`src/otp_map.vh`:
```
// Purpose: constants of the otp mode and security status slice
// Assumes: included by bare name
// Notes: opcodes and identity bytes are plain defaults
`ifndef OTP_MAP_VH
`define OTP_MAP_VH

// opcodes
`define OTP_OP_QUAD_IDENT 8'hAF
`define OTP_OP_ENTER 8'hB1
`define OTP_OP_EXIT 8'hC1
`define OTP_OP_READ_SECREG 8'h2B
`define OTP_OP_WRITE_SECREG 8'h2F

// security register field positions
`define OTP_SEC_FACTORY 0
`define OTP_SEC_LOCKDOWN 1
`define OTP_SEC_PGM_SUSP 2
`define OTP_SEC_ERS_SUSP 3
`define OTP_SEC_PGM_FAIL 5
`define OTP_SEC_ERS_FAIL 6
`define OTP_SEC_PROTECTION_SCHEME_SELECT 7

// reset values of volatile fields
`define OTP_SEC_VOLATILE_RST 1'b0
`define OTP_MODE_RST 1'b0

// identity bytes, values arbitrary
`define OTP_ID_MAKER 8'hA5
`define OTP_ID_TYPE 8'h5A
`define OTP_ID_DEVICE 8'h3C

// link timing
`define OTP_OPCODE_BITS 4'h8
`define OTP_SYNC_STAGES 2

`endif

```
`src/otp_secure_ctrl.v`:
```
// Purpose: otp mode entry and exit, quad identification read and security register read-out
// Assumes: serial clock, chip select and lanes are pins sampled on clock_i; reset is power-up
// Notes: non-volatile bits are sampled from nv_*_i on every cycle after reset release
`timescale 1ns/1ns
`include "otp_map.vh"

// Overview of operation
// - quad ident data starts on first falling serial clock edge, msb first, no dummies
// - ident sends maker, type, device bytes repeatedly until chip select rises
// - enter-otp selects the 4K-bit otp region and hides the main array
// - in otp mode ordinary read and program act on the otp region
// - write-status and write-secreg are refused while in otp mode
// - after lockdown only reads of the otp region are allowed
// - exit-otp returns reads and programs to the main array
// - opcodes arrive as 8 single-lane or 2 quad-lane clocks in one select
// - upper lanes are ignored while a single-lane opcode is received
// - security register read is served at any time, even during busy operations
// - security register byte repeats on serial out while select stays low
// - bit0 shows factory lock of the otp region, non-volatile
// - bit1 set by write-secreg or by nv_lockdown_i; once set, bit and region are frozen
// - bit2 and bit3 show program and erase suspend, volatile, reset zero
// - bit5 and bit6 set on program and erase failure, volatile, reset zero
// - bit7 selects protection scheme, one-time set, default zero
module otp_secure_ctrl #(
	parameter [7:0] ID_MAKER = `OTP_ID_MAKER,
	parameter [7:0] ID_TYPE = `OTP_ID_TYPE,
	parameter [7:0] ID_DEVICE = `OTP_ID_DEVICE
) (
	// clock and reset
	input wire clock_i,
	input wire rst_n_i,
	// serial pins
	input wire serial_clock_i,
	input wire chip_select_n_i,
	input wire [3:0] serial_io_lane_i,
	output reg [3:0] serial_io_lane_o,
	output reg [3:0] serial_io_lane_oe_o,
	// core state from same-domain logic
	input wire quad_command_mode_i,
	input wire write_enable_latch_i,
	input wire program_suspended_i,
	input wire erase_suspended_i,
	input wire program_fail_i,
	input wire erase_fail_i,
	input wire fail_clear_i,
	input wire protection_scheme_select_set_i,
	input wire nv_factory_lock_i,
	input wire nv_lockdown_i,
	input wire nv_protection_scheme_select_i,
	// results to the core
	output reg otp_mode_o,
	output reg main_array_enable_o,
	output reg otp_program_allowed_o,
	output reg write_status_allowed_o,
	output reg lockdown_set_o,
	output reg [7:0] secreg_o,
	output reg cmd_valid_o,
	output reg [7:0] cmd_code_o
);

	localparam ST_OPCODE = 2'h0;
	localparam ST_SEND = 2'h1;
	localparam ST_IGNORE = 2'h2;

	wire sclk_s;
	wire cs_n_s;
	wire [3:0] lane_s;
	reg sclk_d_ff;
	reg cs_n_d_ff;
	reg [1:0] state_ff;
	reg [1:0] nxt_state;
	reg [7:0] op_ff;
	reg [7:0] nxt_op;
	reg [3:0] cnt_ff;
	reg [3:0] nxt_cnt;
	reg [23:0] out_ff;
	reg [23:0] nxt_out;
	reg quad_ff;
	reg factory_ff;
	reg lockdown_ff;
	reg protection_scheme_select_ff;
	reg pfail_ff;
	reg efail_ff;
	reg otp_ff;
	reg [7:0] secreg;
	wire sclk_rise;
	wire sclk_fall;
	wire cs_rise;
	wire cs_fall;
	wire op_done;

	otp_sync #(
		.WIDTH(6),
		.RST_VAL(6'h20)
	) u_sync (
		.clock_i(clock_i),
		.rst_n_i(rst_n_i),
		.async_i({chip_select_n_i, serial_clock_i, serial_io_lane_i}),
		.sync_o({cs_n_s, sclk_s, lane_s})
	);

	assign sclk_rise = sclk_s & ~sclk_d_ff & ~cs_n_s;
	assign sclk_fall = ~sclk_s & sclk_d_ff & ~cs_n_s;
	assign cs_rise = cs_n_s & ~cs_n_d_ff;
	assign cs_fall = ~cs_n_s & cs_n_d_ff;
	// opcode complete exactly at a byte boundary
	assign op_done = (state_ff == ST_SEND || state_ff == ST_IGNORE) && cnt_ff == `OTP_OPCODE_BITS;

	always @* begin
		secreg = 8'h00;
		secreg[`OTP_SEC_FACTORY] = factory_ff;
		secreg[`OTP_SEC_LOCKDOWN] = lockdown_ff;
		secreg[`OTP_SEC_PGM_SUSP] = program_suspended_i;
		secreg[`OTP_SEC_ERS_SUSP] = erase_suspended_i;
		secreg[`OTP_SEC_PGM_FAIL] = pfail_ff;
		secreg[`OTP_SEC_ERS_FAIL] = efail_ff;
		secreg[`OTP_SEC_PROTECTION_SCHEME_SELECT] = protection_scheme_select_ff;
	end

	// serial receive and transmit sequencing
	always @* begin
		nxt_state = state_ff;
		nxt_op = op_ff;
		nxt_cnt = cnt_ff;
		nxt_out = out_ff;
		if (cs_fall) begin
			nxt_state = ST_OPCODE;
			nxt_cnt = 4'h0;
			nxt_op = 8'h00;
		end else if (sclk_rise) begin
			case (state_ff)
				ST_OPCODE: begin
					if (quad_ff) begin
						nxt_op = {op_ff[3:0], lane_s};
						nxt_cnt = cnt_ff + 4'h4;
					end else begin
						nxt_op = {op_ff[6:0], lane_s[0]};
						nxt_cnt = cnt_ff + 4'h1;
					end
					if (nxt_cnt == `OTP_OPCODE_BITS) begin
						// no busy gating on the read path
						if (nxt_op == `OTP_OP_QUAD_IDENT && quad_ff) begin
							nxt_state = ST_SEND;
							nxt_out = {ID_MAKER, ID_TYPE, ID_DEVICE};
						end else if (nxt_op == `OTP_OP_READ_SECREG) begin
							nxt_state = ST_SEND;
							nxt_out = {secreg, secreg, secreg};
						end else begin
							nxt_state = ST_IGNORE;
						end
					end
				end
				ST_SEND: begin
					nxt_cnt = cnt_ff;
				end
				ST_IGNORE: begin
					// trailing bits break the byte boundary
					nxt_cnt = 4'hF;
				end
				default: begin
					nxt_state = ST_IGNORE;
				end
			endcase
		end else if (sclk_fall && state_ff == ST_SEND) begin
			// output flop takes the top unit now, so the next one moves up
			if (quad_ff) begin
				nxt_out = {out_ff[19:0], out_ff[23:20]};
			end else begin
				nxt_out = {out_ff[22:0], out_ff[23]};
			end
		end
	end

	always @(posedge clock_i) begin
		if (!rst_n_i) begin
			sclk_d_ff <= 1'b0;
			cs_n_d_ff <= 1'b1;
			state_ff <= ST_IGNORE;
			op_ff <= 8'h00;
			cnt_ff <= 4'h0;
			out_ff <= 24'h000000;
			quad_ff <= 1'b0;
			serial_io_lane_o <= 4'h0;
			serial_io_lane_oe_o <= 4'h0;
		end else begin
			sclk_d_ff <= sclk_s;
			cs_n_d_ff <= cs_n_s;
			state_ff <= nxt_state;
			op_ff <= nxt_op;
			cnt_ff <= nxt_cnt;
			out_ff <= nxt_out;
			if (cs_fall) begin
				quad_ff <= quad_command_mode_i;
			end
			if (cs_n_s || state_ff != ST_SEND) begin
				serial_io_lane_oe_o <= 4'h0;
			end else if (sclk_fall) begin
				// first falling edge after the opcode drives data at once
				if (quad_ff) begin
					serial_io_lane_o <= out_ff[23:20];
					serial_io_lane_oe_o <= 4'hF;
				end else begin
					serial_io_lane_o <= {2'b00, out_ff[23], 1'b0};
					serial_io_lane_oe_o <= 4'h2;
				end
			end
		end
	end

	// mode and security register state
	always @(posedge clock_i) begin
		if (!rst_n_i) begin
			otp_ff <= `OTP_MODE_RST;
			pfail_ff <= `OTP_SEC_VOLATILE_RST;
			efail_ff <= `OTP_SEC_VOLATILE_RST;
			factory_ff <= 1'b0;
			lockdown_ff <= 1'b0;
			protection_scheme_select_ff <= 1'b0;
			cmd_valid_o <= 1'b0;
			cmd_code_o <= 8'h00;
			lockdown_set_o <= 1'b0;
		end else begin
			cmd_valid_o <= 1'b0;
			lockdown_set_o <= 1'b0;
			// non-volatile image; lockdown and protection select never cleared once set, factory lock follows its input
			factory_ff <= nv_factory_lock_i;
			if (nv_lockdown_i) begin
				lockdown_ff <= 1'b1;
			end
			if (nv_protection_scheme_select_i || protection_scheme_select_set_i) begin
				protection_scheme_select_ff <= 1'b1;
			end
			// set wins over clear
			pfail_ff <= program_fail_i | (pfail_ff & ~fail_clear_i);
			efail_ff <= erase_fail_i | (efail_ff & ~fail_clear_i);
			if (cs_rise && op_done) begin
				cmd_valid_o <= 1'b1;
				cmd_code_o <= op_ff;
				if (op_ff == `OTP_OP_ENTER) begin
					otp_ff <= 1'b1;
				end else if (op_ff == `OTP_OP_EXIT) begin
					otp_ff <= 1'b0;
				end else if (op_ff == `OTP_OP_WRITE_SECREG && write_enable_latch_i && !otp_ff) begin
					// write enable latch must be set
					lockdown_ff <= 1'b1;
					lockdown_set_o <= ~lockdown_ff;
				end
			end
		end
	end

	always @(posedge clock_i) begin
		if (!rst_n_i) begin
			otp_mode_o <= `OTP_MODE_RST;
			main_array_enable_o <= 1'b1;
			otp_program_allowed_o <= 1'b0;
			write_status_allowed_o <= 1'b1;
			secreg_o <= 8'h00;
		end else begin
			otp_mode_o <= otp_ff;
			main_array_enable_o <= ~otp_ff;
			otp_program_allowed_o <= otp_ff & ~lockdown_ff & ~factory_ff;
			write_status_allowed_o <= ~otp_ff;
			secreg_o <= secreg;
		end
	end

endmodule

```
`src/otp_sync.v`:
```
// Purpose: two flip-flop synchroniser for pin inputs
// Assumes: one clock, synchronous active low reset
// Notes: first stage feeds only the second stage
`timescale 1ns/1ns
module otp_sync #(
	parameter WIDTH = 1,
	parameter [WIDTH-1:0] RST_VAL = {WIDTH{1'b0}}
) (
	// clock and reset
	input wire clock_i,
	input wire rst_n_i,
	// pins
	input wire [WIDTH-1:0] async_i,
	output wire [WIDTH-1:0] sync_o
);

	reg [WIDTH-1:0] meta_ff;
	reg [WIDTH-1:0] sync_ff;

	always @(posedge clock_i) begin
		if (!rst_n_i) begin
			meta_ff <= RST_VAL;
			sync_ff <= RST_VAL;
		end else begin
			meta_ff <= async_i;
			sync_ff <= meta_ff;
		end
	end

	assign sync_o = sync_ff;

endmodule

```
`config.mk`:
```
export PLATFORM = sky130hd
export DESIGN_NAME = otp_secure_ctrl
export DESIGN_NICKNAME = d
export VERILOG_FILES = /design/src/otp_secure_ctrl.v /design/src/otp_sync.v
export VERILOG_INCLUDE_DIRS = /design/src
export SDC_FILE = /design/constraint.sdc
export NUM_CORES = 1
export LEC_CHECK = 0
export BUFFER_PORTS_ARGS = -buffer_cell sky130_fd_sc_hd__clkbuf_2
export CORE_ASPECT_RATIO = 0.6
export CORE_UTILIZATION = 55
export DETAILED_ROUTE_END_ITERATION = 16
export PLACE_DENSITY = 0.75
export REMOVE_ABC_BUFFERS = 1
export SLEW_MARGIN = 20
export SYNTH_ARGS = -nofsm -noshare
export SYNTH_HDL_FRONTEND = slang
export SYNTH_SLANG_ARGS = --single-unit
```
`constraint.sdc`:
```
create_clock -name clock_i -period 3.8 [get_ports clock_i]
set_input_delay 0.76 -clock clock_i [delete_from_list [all_inputs] [get_ports clock_i]]
set_output_delay 0.76 -clock clock_i [all_outputs]
set_load 0.02 [all_outputs]
```
==> results.cfg, run 1 <==
[final_layout]
layout_commonest_cell = dfxtp_1
fillers = 581
multi_input_area_um2 = 1999
nets = 478
syn2layout_area_growth_pct = 14.30
final_cell_mix = dfxtp_1, mux2i_1, nor2_1, clkbuf_2, a21oi_1
antennaDiodeCount = 0
regArea_um2 = 1703
drive_gt1_share_pct = 19.65
finalInstanceArea_um2 = 4461

[min_path]
hold_path_end = u_sync.sync_o[1]$_SDFF_PN0_
min_path_type = register to register
hp-start = u_sync.meta_ff[1]$_SDFF_PN0_
hold_depth = 1

[clock_tree]
cts_resized = 0
numCtsBuffers = 9
cts-root-buf = clkbuf_16
htreeDepth = 3
cts_sinks = 85
cts_buffer_depth = 2
holdBufCountCts = 0
clock_latency_ns = 0.34
clk_pin_slew_ns = 0.06
postCtsSetupBuffers = 0
cts_tree = built

[pwr]
combPwrFrac_pct = 3.7
power_density_nw_per_um2 = 438.7
pwr-share-clk_pct = 49.3
switching_share_pct = 20.96
p_int_uw = 1547
p_seq_share_pct = 47.0
vdd_drop_max_mv = 0.4635
switchingPower_uw = 410.2
p_leak_uw = 0.001756

[critical_path]
path_class = register to register
r2r-end = out_ff[3]$_SDFFE_PN0P_
cp_top_family = simple AND/OR/NAND/NOR gates
cp_slowest_stage_delay_ns = 0.73
path_max_fanout = 24
path_cells = mux2i_1, nand2_1, nor4_4, a21o_1, a211oi_1
arrival_ns = 3.03
path_buf_inv = 0
start_kind = register
r2r-start = quad_ff$_SDFFE_PN0P_
critPathSlowestCell = nor4_4
end_kind = register
cp.required_ns = 4.00
rrSetupSlack_ns = 0.97
reg2reg_depth = 5

[sta]
relSlewSlack_pct = 37.99
setup_viol = 0
fin_skew_ns = 0.006871
finalSetupTns_ns = 0
min_period_ns = 2.831
rsz0062_at_grt = false
timing_hold_violations_final = 0
drv_slew = 0
max_freq_ghz = 0.3533
fin_crit_sh_pct = 74.49
tightest_slew_ns = 0.9301

[synth]
yosysSeqAreaShare_pct = 43.60
syn_area_um2 = 3902
yosys.area.top_type_share_pct = 43.60
synth_top_area_cell = dfxtp_1
netlist_instances = 422
synth_warnings = 0
synthTopCellsByArea = dfxtp_1, mux2i_1, a21oi_1, nor2_1, a211oi_1
syn_area_per_cell_um2 = 9.248
synth_edf_count = 0
async_flop_share_pct = 0
synthDistinctLibCells = 44
ys_ff_latch = 85
ys.flop_type = dfxtp_1

[floorplan]
floorplan.rows = 23
die_x_um = 110.7
initial_core_util_pct = 57.71
dieArea_um2 = 7448
coreArea_um2 = 6763
io_pins = 49
die_h_um = 67.25

[grt]
grt_pass1_wl_um = 14010
antenna_found_initial = 0
grt_pass1_vias = 2848
grt_max_degree = 41
grt.total_usage_pct = 24.83
gr-total-overflow = 0

[routing]
wl_per_cell_um = 15.70
viasPerCell = 5.708
routed_wl_um = 8558
drt-initial-drc-count = 238
vias = 3111
postRouteAntennaNets = 0
dr.pass1.iters = 4
drc = 0

[placement]
dp_hpwl_um = 5875
gp_congestion = 0.8916
placed_cell_area_um2 = 4125
port_buffers = 47

[run]
maxCapViolations = 0

[status]
status = finished clean
==> flip-flops by register name, summed over array words and instances, names as in the netlist, 2 cells and up <==
| name | count |
|---|---|
| cnt_ff | 4 |
| serial_io_lane_o | 4 |
| cmd_code_o | 8 |
| state_ff | 2 |
| op_ff | 8 |
| out_ff | 24 |
| u_sync.meta_ff | 6 |
| u_sync.sync_o | 6 |
| serial_io_lane_oe_o | 2 |
| secreg_o | 7 |
==> worst max-delay path by stage <==
| stage | slack [ns] | endpoint | cells after the start | from |
|---|---|---|---|---|
| final | 0.97 | out_ff[3]$_SDFFE_PN0P_ | 5 | quad_ff$_SDFFE_PN0P_ |
| after global routing | 0.80 | out_ff[3]$_SDFFE_PN0P_ | 5 | quad_ff$_SDFFE_PN0P_ |
| after CTS | 1.05 | out_ff[3]$_SDFFE_PN0P_ | 5 | quad_ff$_SDFFE_PN0P_ |
| after detailed placement | 1.07 | out_ff[4]$_SDFFE_PN0P_ | 5 | quad_ff$_SDFFE_PN0P_ |
| after global placement | 1.16 | out_ff[3]$_SDFFE_PN0P_ | 5 | quad_ff$_SDFFE_PN0P_ |
| after floorplan | 0.26 | out_ff[2]$_SDFFE_PN0P_ | 7 | state_ff[0]$_SDFFE_PP0P_ |
==> worst reg2reg max path: stages (launching register included) <==
cell	delay [ns]
dfxtp_2	0.66
mux2i_1	0.33
nand2_1	0.21
nor4_4	0.73
a21o_1	0.60
a211oi_1	0.16
==> kinds of logic (layout without fill, tap and decap cells) <==
family | after synthesis | after routing | synth area share [%]
compound gates | 85 | 85 | 15.42
xor+xnor | 3 | 3 | 0.6734
fa+ha+maj | 6 | 6 | 1.924
buf+inv | 42 | 78 | 5.322
flops | 85 | 85 | 43.60
mux | 53 | 53 | 13.69
other cells | 1 | 1 | 0.09609
simple gates | 147 | 147 | 19.27
==> synth_stat cells (2+ instances only) <==
cell and number:
dfxtp_1 85, mux2i_1 50, nor2_1 47, a21oi_1 38, nand2_1 34, a211oi_1 22, and2_1 19, clkbuf_1 13
a211oi_2 10, buf_2 10, inv_1 9, nand3_1 9, buf_4 8, nor2b_1 7, nor3_1 7, ha_1 6
nand2b_1 6, o21ai_0 5, nand4_1 4, mux2_2 3, xnor2_1 3, nand3b_1 2, nor4_1 2, nor4_4 2
nor4bb_1 2
==> per-stage QoR <==
step / hold slack [ns] / util (%) / setup WS (ns) / total power [µW] / instances
after CTS: 0.4313 / 65.96 / 1.049 / 1975 / 545
after global placement: 0.3978 / 61.00 / 1.161 / 1009 / 529
after floorplan: 0.3863 / - / 0.2571 / 978.5 / 389
after detailed placement: 0.4027 / 61.00 / 1.072 / 1011 / 529
final: 0.4312 / 65.96 / 0.9692 / 1957 / 545
after global routing: 0.4439 / 65.96 / 0.7986 / 2020 / 545
==> metal layers <==
layer | vias to the layer above | global-route usage [%] | part of all wire (%)
met5 | - | 0 | 0
met1 | 1479 | 34.20 | 51
met3 | 11 | 7.092 | 6.0
li1 | 1535 | - | -
met2 | 86 | 36.72 | 41
met4 | 0 | 10.33 | 1.4
==> power by group through the flow <==
stage / sequential [µW] / clock [µW] / combinational, µW
floorplan: 942 / 0 / 36.6
global placement: 938 / 0 / 70.8
detailed placement: 938 / 0 / 72.8
CTS: 919 / 983 / 73.0
global route: 921 / 1020 / 80.5
finish: 919 / 965 / 72.8
==> layout make-up <==
| cell class | instances | area share (%) |
|---|---|---|
| Clock buffer | 11 | 5.666 |
| Clock inverter | 5 | 1.851 |
| Inverter | 9 | 0.7574 |
| Multi-Input combinational cell | 295 | 44.82 |
| Sequential cell | 85 | 38.18 |
| Tap cell | 87 | 2.440 |
| Timing Repair Buffer | 53 | 6.283 |
Power figures use the tool's default switching activity.
==> run 2: changes to the inputs <==
--- a/config.mk
+++ b/config.mk
@@ -8,7 +8,7 @@
 export LEC_CHECK = 0
 export BUFFER_PORTS_ARGS = -buffer_cell sky130_fd_sc_hd__clkbuf_2
 export CORE_ASPECT_RATIO = 0.6
-export CORE_UTILIZATION = 55
+export CORE_UTILIZATION = 52
 export DETAILED_ROUTE_END_ITERATION = 16
 export PLACE_DENSITY = 0.75
 export REMOVE_ABC_BUFFERS = 1
==> constraint.sdc (replaced) <==
create_clock -name clock_i -period 2.6 [get_ports clock_i]
set_input_delay 0.52 -clock clock_i [delete_from_list [all_inputs] [get_ports clock_i]]
set_output_delay 0.52 -clock clock_i [all_outputs]
set_load 0.02 [all_outputs]
==> run 2 against run 1 <==
  * Design area increased by 1.4%
  * Power is 45% higher
  * The flow now finishes with violations (DRC)
  * Global-route usage rose by 0.22 points
  * Sequential power increased by 46%
  * Critical path depth up 2
  * Critical path type unchanged
  * Clock skew up 0.00092 ns
==> results.cfg, run 2 (synthesis results as in run 1) <==
[clock_tree]
cts_resized = 0
cts_sinks = 85
numCtsBuffers = 9
postCtsSetupBuffers = 0
holdBufCountCts = 0
cts_tree = built
clk_pin_slew_ns = 0.06
cts_buffer_depth = 2
htreeDepth = 3
cts-root-buf = clkbuf_16
clock_latency_ns = 0.35

[grt]
gr-total-overflow = 0
antenna_found_initial = 0
grt_pass1_wl_um = 15010
grt_pass1_vias = 2904
grt.total_usage_pct = 25.05
grt_max_degree = 24

[pwr]
vdd_drop_max_mv = 0.3963
power_density_nw_per_um2 = 625.9
p_leak_uw = 0.001794

[sta]
fin_ws_ns = 0.1504
finalSetupTns_ns = 0
min_period_ns = 2.450
timing_hold_violations_final = 0
max_freq_ghz = 0.4082
setup_viol = 0
drv_slew = 0
relSlewSlack_pct = 57.50
fin_skew_ns = 0.007791
tightest_slew_ns = 0.6328
rsz0062_at_grt = false
fin_crit_sh_pct = 94.22

[critical_path]
end_kind = register
path_class = register to register
path_buf_inv = 1
critPathSlowestCell = a21o_1
path_max_fanout = 12
start_kind = register
cp_slowest_stage_delay_ns = 0.56
path_cells = inv_1, ha_1, nor4b_1, nand2_1, a22oi_2, a21o_1, a211oi_1
cp_top_family = compound AO/OA/AOI/OAI gates
arrival_ns = 2.64
cp.required_ns = 2.80

[final_layout]
antennaDiodeCount = 0
layout_commonest_cell = dfxtp_1
regArea_um2 = 1703
finalInstanceArea_um2 = 4524
final_cell_mix = dfxtp_1, mux2i_1, nor2_1, clkbuf_2, a21oi_1
multi_input_area_um2 = 1999
largest_reg_flops = 24
nets = 485
final_cells = 569
fillers = 643
drive_gt1_share_pct = 20.86
top_regs = out_ff x24, cmd_code_o x8, op_ff x8
regMostFlops = out_ff
syn2layout_area_growth_pct = 15.93

[floorplan]
die_x_um = 113.8
floorplan.rows = 24
dieArea_um2 = 7867
die_h_um = 69.11
initial_core_util_pct = 53.70
io_pins = 49
coreArea_um2 = 7267

[routing]
viasPerCell = 5.673
vias = 3228
postRouteAntennaNets = 0
dr.pass1.iters = 11
drt-initial-drc-count = 238
wl_per_cell_um = 16.33
drc = 1
routed_wl_um = 9294

[placement]
dp_hpwl_um = 6561
port_buffers = 47
dp.cells = 553
dpl_worst_slack_ns = 0.2013
placed_cell_area_um2 = 4199
gp_congestion = 0.9533

[status]
status = complete, but fails checks
violations = DRC

[run]
maxCapViolations = 0

[min_path]
min_path_type = primary input to register
## run 2: changes by cell type in the layout (fill, tap and decap cells not counted), sizes merged
| cell | before | now |
|---|---|---|
| buf | 6 | 13 |
| clkinvlp | 3 | 1 |
| clkbuf | 58 | 57 |
| clkinv | 0 | 3 |
## run 2: path summary, 6_finish.rpt
check / cells after the start / from / slack, ns / end
setup / recovery: 7 / cnt_ff[0]$_SDFFE_PP0P_ / 0.15 / out_ff[3]$_SDFFE_PN0P_
hold / removal: 3 / program_fail_i / 0.38 / pfail_ff$_SDFF_PN0_
setup reg to reg: 7 / cnt_ff[0]$_SDFFE_PP0P_ / 0.15 / out_ff[3]$_SDFFE_PN0P_
hold reg to reg: 1 / u_sync.meta_ff[0]$_SDFF_PN0_ / 0.43 / u_sync.sync_o[0]$_SDFF_PN0_
## run 2: layer usage
metal / GRT usage (%) / vias up / part of all wire (%)
met5: 0 / - / 0
li1: - / 1558 / -
met4: 6.061 / 0 / 0.82
met3: 9.235 / 7 / 8.7
met1: 37.20 / 1528 / 49
met2: 33.88 / 135 / 41
## run 2: area by class of cell
class / count / share of cell area, %
inverters: 9 / 0.7467
well taps: 104 / 2.876
multi-input cells: 295 / 44.19
repair buffers: 60 / 7.356
flip-flops and latches: 85 / 37.64
clock buffers: 10 / 5.282
clock inverters: 6 / 1.908
## run 2: where the power goes
group	internal [µW]	switching (µW)	leakage [µW]
sequential	1320	16.3	0.000691
combinational	44.4	68.3	0.000945
clock	865	513	0.000158
total	2230	598	0.00179
## run 2: per-stage QoR
stage	utilization [%]	hold slack, ns	total power, µW
5_1_grt	62.26	0.3763	2933
3_5_place_dp	57.78	0.4124	1482
3_3_place_gp	57.78	0.4010	1478
2_1_floorplan	-	0.3863	1430
4_1_cts	62.26	0.3720	2857
6_report	62.26	0.3775	2832
## run 2: worst reg2reg max path, stage by stage (launching register included)
cell and delay (ns):
dfxtp_1 0.44, inv_1 0.08, ha_1 0.33, nor4b_1 0.32, nand2_1 0.13, a22oi_2 0.27
a21o_1 0.56, a211oi_1 0.17
==> run 3: changes to the inputs <==
--- a/config.mk
+++ b/config.mk
@@ -6,13 +6,16 @@
 export SDC_FILE = /design/constraint.sdc
 export NUM_CORES = 1
 export LEC_CHECK = 0
+export ABC_AREA = 1
 export BUFFER_PORTS_ARGS = -buffer_cell sky130_fd_sc_hd__clkbuf_2
 export CORE_ASPECT_RATIO = 0.6
 export CORE_UTILIZATION = 52
 export DETAILED_ROUTE_END_ITERATION = 16
-export PLACE_DENSITY = 0.75
+export PLACE_DENSITY = 0.74
 export REMOVE_ABC_BUFFERS = 1
+export SKIP_CTS_REPAIR_TIMING = 1
 export SLEW_MARGIN = 20
 export SYNTH_ARGS = -nofsm -noshare
 export SYNTH_HDL_FRONTEND = slang
 export SYNTH_SLANG_ARGS = --single-unit
+export TNS_END_PERCENT = 1
==> run 3 against run 2 <==
  * The flow now finishes without violations
  * Sequential power is essentially flat
  * Clock skew shrank 0.00089 ns
  * Clock power fell by 8%
  * Power fell by 2.4%
  * Largest cell class unchanged
  * Largest power group is now registers
==> results.cfg, run 3 <==
[floorplan]
dieArea_um2 = 8081
floorplan.rows = 24
die_x_um = 115.4
die_h_um = 70.04
coreArea_um2 = 7357
io_pins = 49
initial_core_util_pct = 54.52

[clock_tree]
cts-root-buf = clkbuf_16
clock_latency_ns = 0.35
htreeDepth = 3
cts_tree = built
cts_buffer_depth = 2
clk_pin_slew_ns = 0.06
cts_sinks = 85
numCtsBuffers = 9

[final_layout]
layout_commonest_cell = nand2_1
fillers = 709
largest_reg_flops = 24
antennaDiodeCount = 0
regMostFlops = out_ff
final_util_pct = 61.84
nets = 639
syn2layout_area_growth_pct = 13.41
final_cell_mix = nand2_1, dfxtp_1, inv_1
finalInstanceArea_um2 = 4549
final_cells = 723
top_regs = out_ff x24, cmd_code_o x8, op_ff x8
drive_gt1_share_pct = 13.89

[synth]
ys_ff_latch = 85
synthDistinctLibCells = 34
syn_area_per_cell_um2 = 6.904
netlist_instances = 581
ys.flop_type = dfxtp_1
synth_edf_count = 0
synth_warnings = 0
netlist_top_cells_count = nand2_1, dfxtp_1, inv_1, a21oi_1, nor2_1
async_flop_share_pct = 0
yosysSeqAreaShare_pct = 42.42
yosys.area.top_type_share_pct = 42.42
synth.most_common_cell = nand2_1
synth_top_area_cell = dfxtp_1
syn_area_um2 = 4011
synthTopCellsByArea = dfxtp_1, nand2_1, a21oi_1, inv_1, nor2_1

[grt]
antenna_found_initial = 0
gr-total-overflow = 0
grt.total_usage_pct = 25.61
grt_max_degree = 63
grt_pass1_vias = 3250
grt_pass1_wl_um = 15840

[critical_path]
path_max_fanout = 48
crit_start = cnt_ff[0]$_SDFFE_PP0P_
cp_top_family = simple AND/OR/NAND/NOR gates
cp.required_ns = 2.84
reg2reg_depth = 11
path_buf_inv = 2
path_class = register to register
end_kind = register
arrival_ns = 2.34
path_cells = inv_1, ha_1, o21ai_0, nand2_1, nor2_1, nand3_1, nand2_2, buf_12, nand3_1, nand2_1, nor2_1
cp_slowest_stage_delay_ns = 0.48
r2r-start = cnt_ff[0]$_SDFFE_PP0P_
critPathSlowestCell = dfxtp_1
start_kind = register
path_depth = 11

[pwr]
pwr-share-clk_pct = 45.8
vdd_drop_max_mv = 0.4541
switching_share_pct = 22.45
p_leak_uw = 0.002085
p_int_uw = 2144
switchingPower_uw = 620.6
combPwrFrac_pct = 5.8
p_seq_share_pct = 48.4
power_density_nw_per_um2 = 607.8

[min_path]
hold_depth = 3
min_path_type = primary input to register
hp-start = serial_io_lane_i[2]

[sta]
fin_crit_sh_pct = 80.93
fin_ws_ns = 0.4957
drv_slew = 0
setup_viol = 0
tightest_slew_ns = 0.6165
rsz0062_at_grt = false
relSlewSlack_pct = 58.90
fin_skew_ns = 0.006903
min_period_ns = 2.104
hold_ws_ns = 0.3554
timing_hold_violations_final = 0
max_freq_ghz = 0.4752

[placement]
dpl_worst_slack_ns = 0.5197
dp.cells = 707
gp_congestion = 0.8824
port_buffers = 47
placed_cell_area_um2 = 4255
dp_hpwl_um = 6633

[routing]
dr.pass1.iters = 6
viasPerCell = 5.246
postRouteAntennaNets = 0
drc = 0
wl_per_cell_um = 13.01
vias = 3793
drt-initial-drc-count = 315
routed_wl_um = 9403

[run]
maxCapViolations = 0

[status]
status = finished clean
## run 3: final timing paths
check | endpoint | slack, ns
max reg2reg | out_ff[6]$_SDFFE_PN0P_ | 0.50
min | u_sync.meta_ff[2]$_SDFF_PN0_ | 0.36
max | out_ff[6]$_SDFFE_PN0P_ | 0.50
min reg2reg | u_sync.sync_o[1]$_SDFF_PN0_ | 0.41
## run 3: logic make-up after synthesis
logic type / count (synthesis) / share of synthesized area, %
AO/OA/AOI/OAI: 120 / 16.03
XOR/XNOR: 2 / 0.6240
adder cells (fa/ha/maj): 6 / 1.871
buffers and inverters: 104 / 11.48
flip-flops: 85 / 42.42
other: 1 / 0.09348
AND/OR/NAND/NOR: 263 / 27.48
## run 3: metrics by stage
step	setup TNS (ns)	power, µW
after CTS	0	2789
after floorplan	-7.567	1461
final	0	2765
after detailed placement	0	1525
after global routing	0	2882
after global placement	0	1520
## run 3: worst register-to-register path, stage by stage (launching register included)
cell and delay [ns]:
dfxtp_1 0.48, inv_1 0.08, ha_1 0.29, o21ai_0 0.20
nand2_1 0.10, nor2_1 0.18, nand3_1 0.11, nand2_2 0.09
buf_12 0.21, nand3_1 0.13, nand2_1 0.09, nor2_1 0.04
## run 3: power by group through the flow
stage	logic, µW	registers (µW)	clock network [µW]
global placement	155	1370	0
floorplan	82.9	1380	0
global route	182	1340	1360
detailed placement	158	1370	0
CTS	159	1340	1290
finish	160	1340	1270
## run 3: layer usage
layer	global-route usage [%]	vias up	wire, µm
li1	-	1912	-
met1	38.04	1702	4636
met2	34.46	168	3787
met3	7.986	11	848
met4	8.369	0	130
met5	0	-	0
## run 3: layout make-up
cell class                 instances  area [µm²]  area share, %
inverter                          71       266.5          5.858
multi-input combinational        392        1849          40.65
tap                              104       130.1          2.860
timing repair buffer              55       307.8          6.766
clock inverter                     4       47.55          1.045
sequential                        85        1702          37.40
clock buffer                      12       246.5          5.418
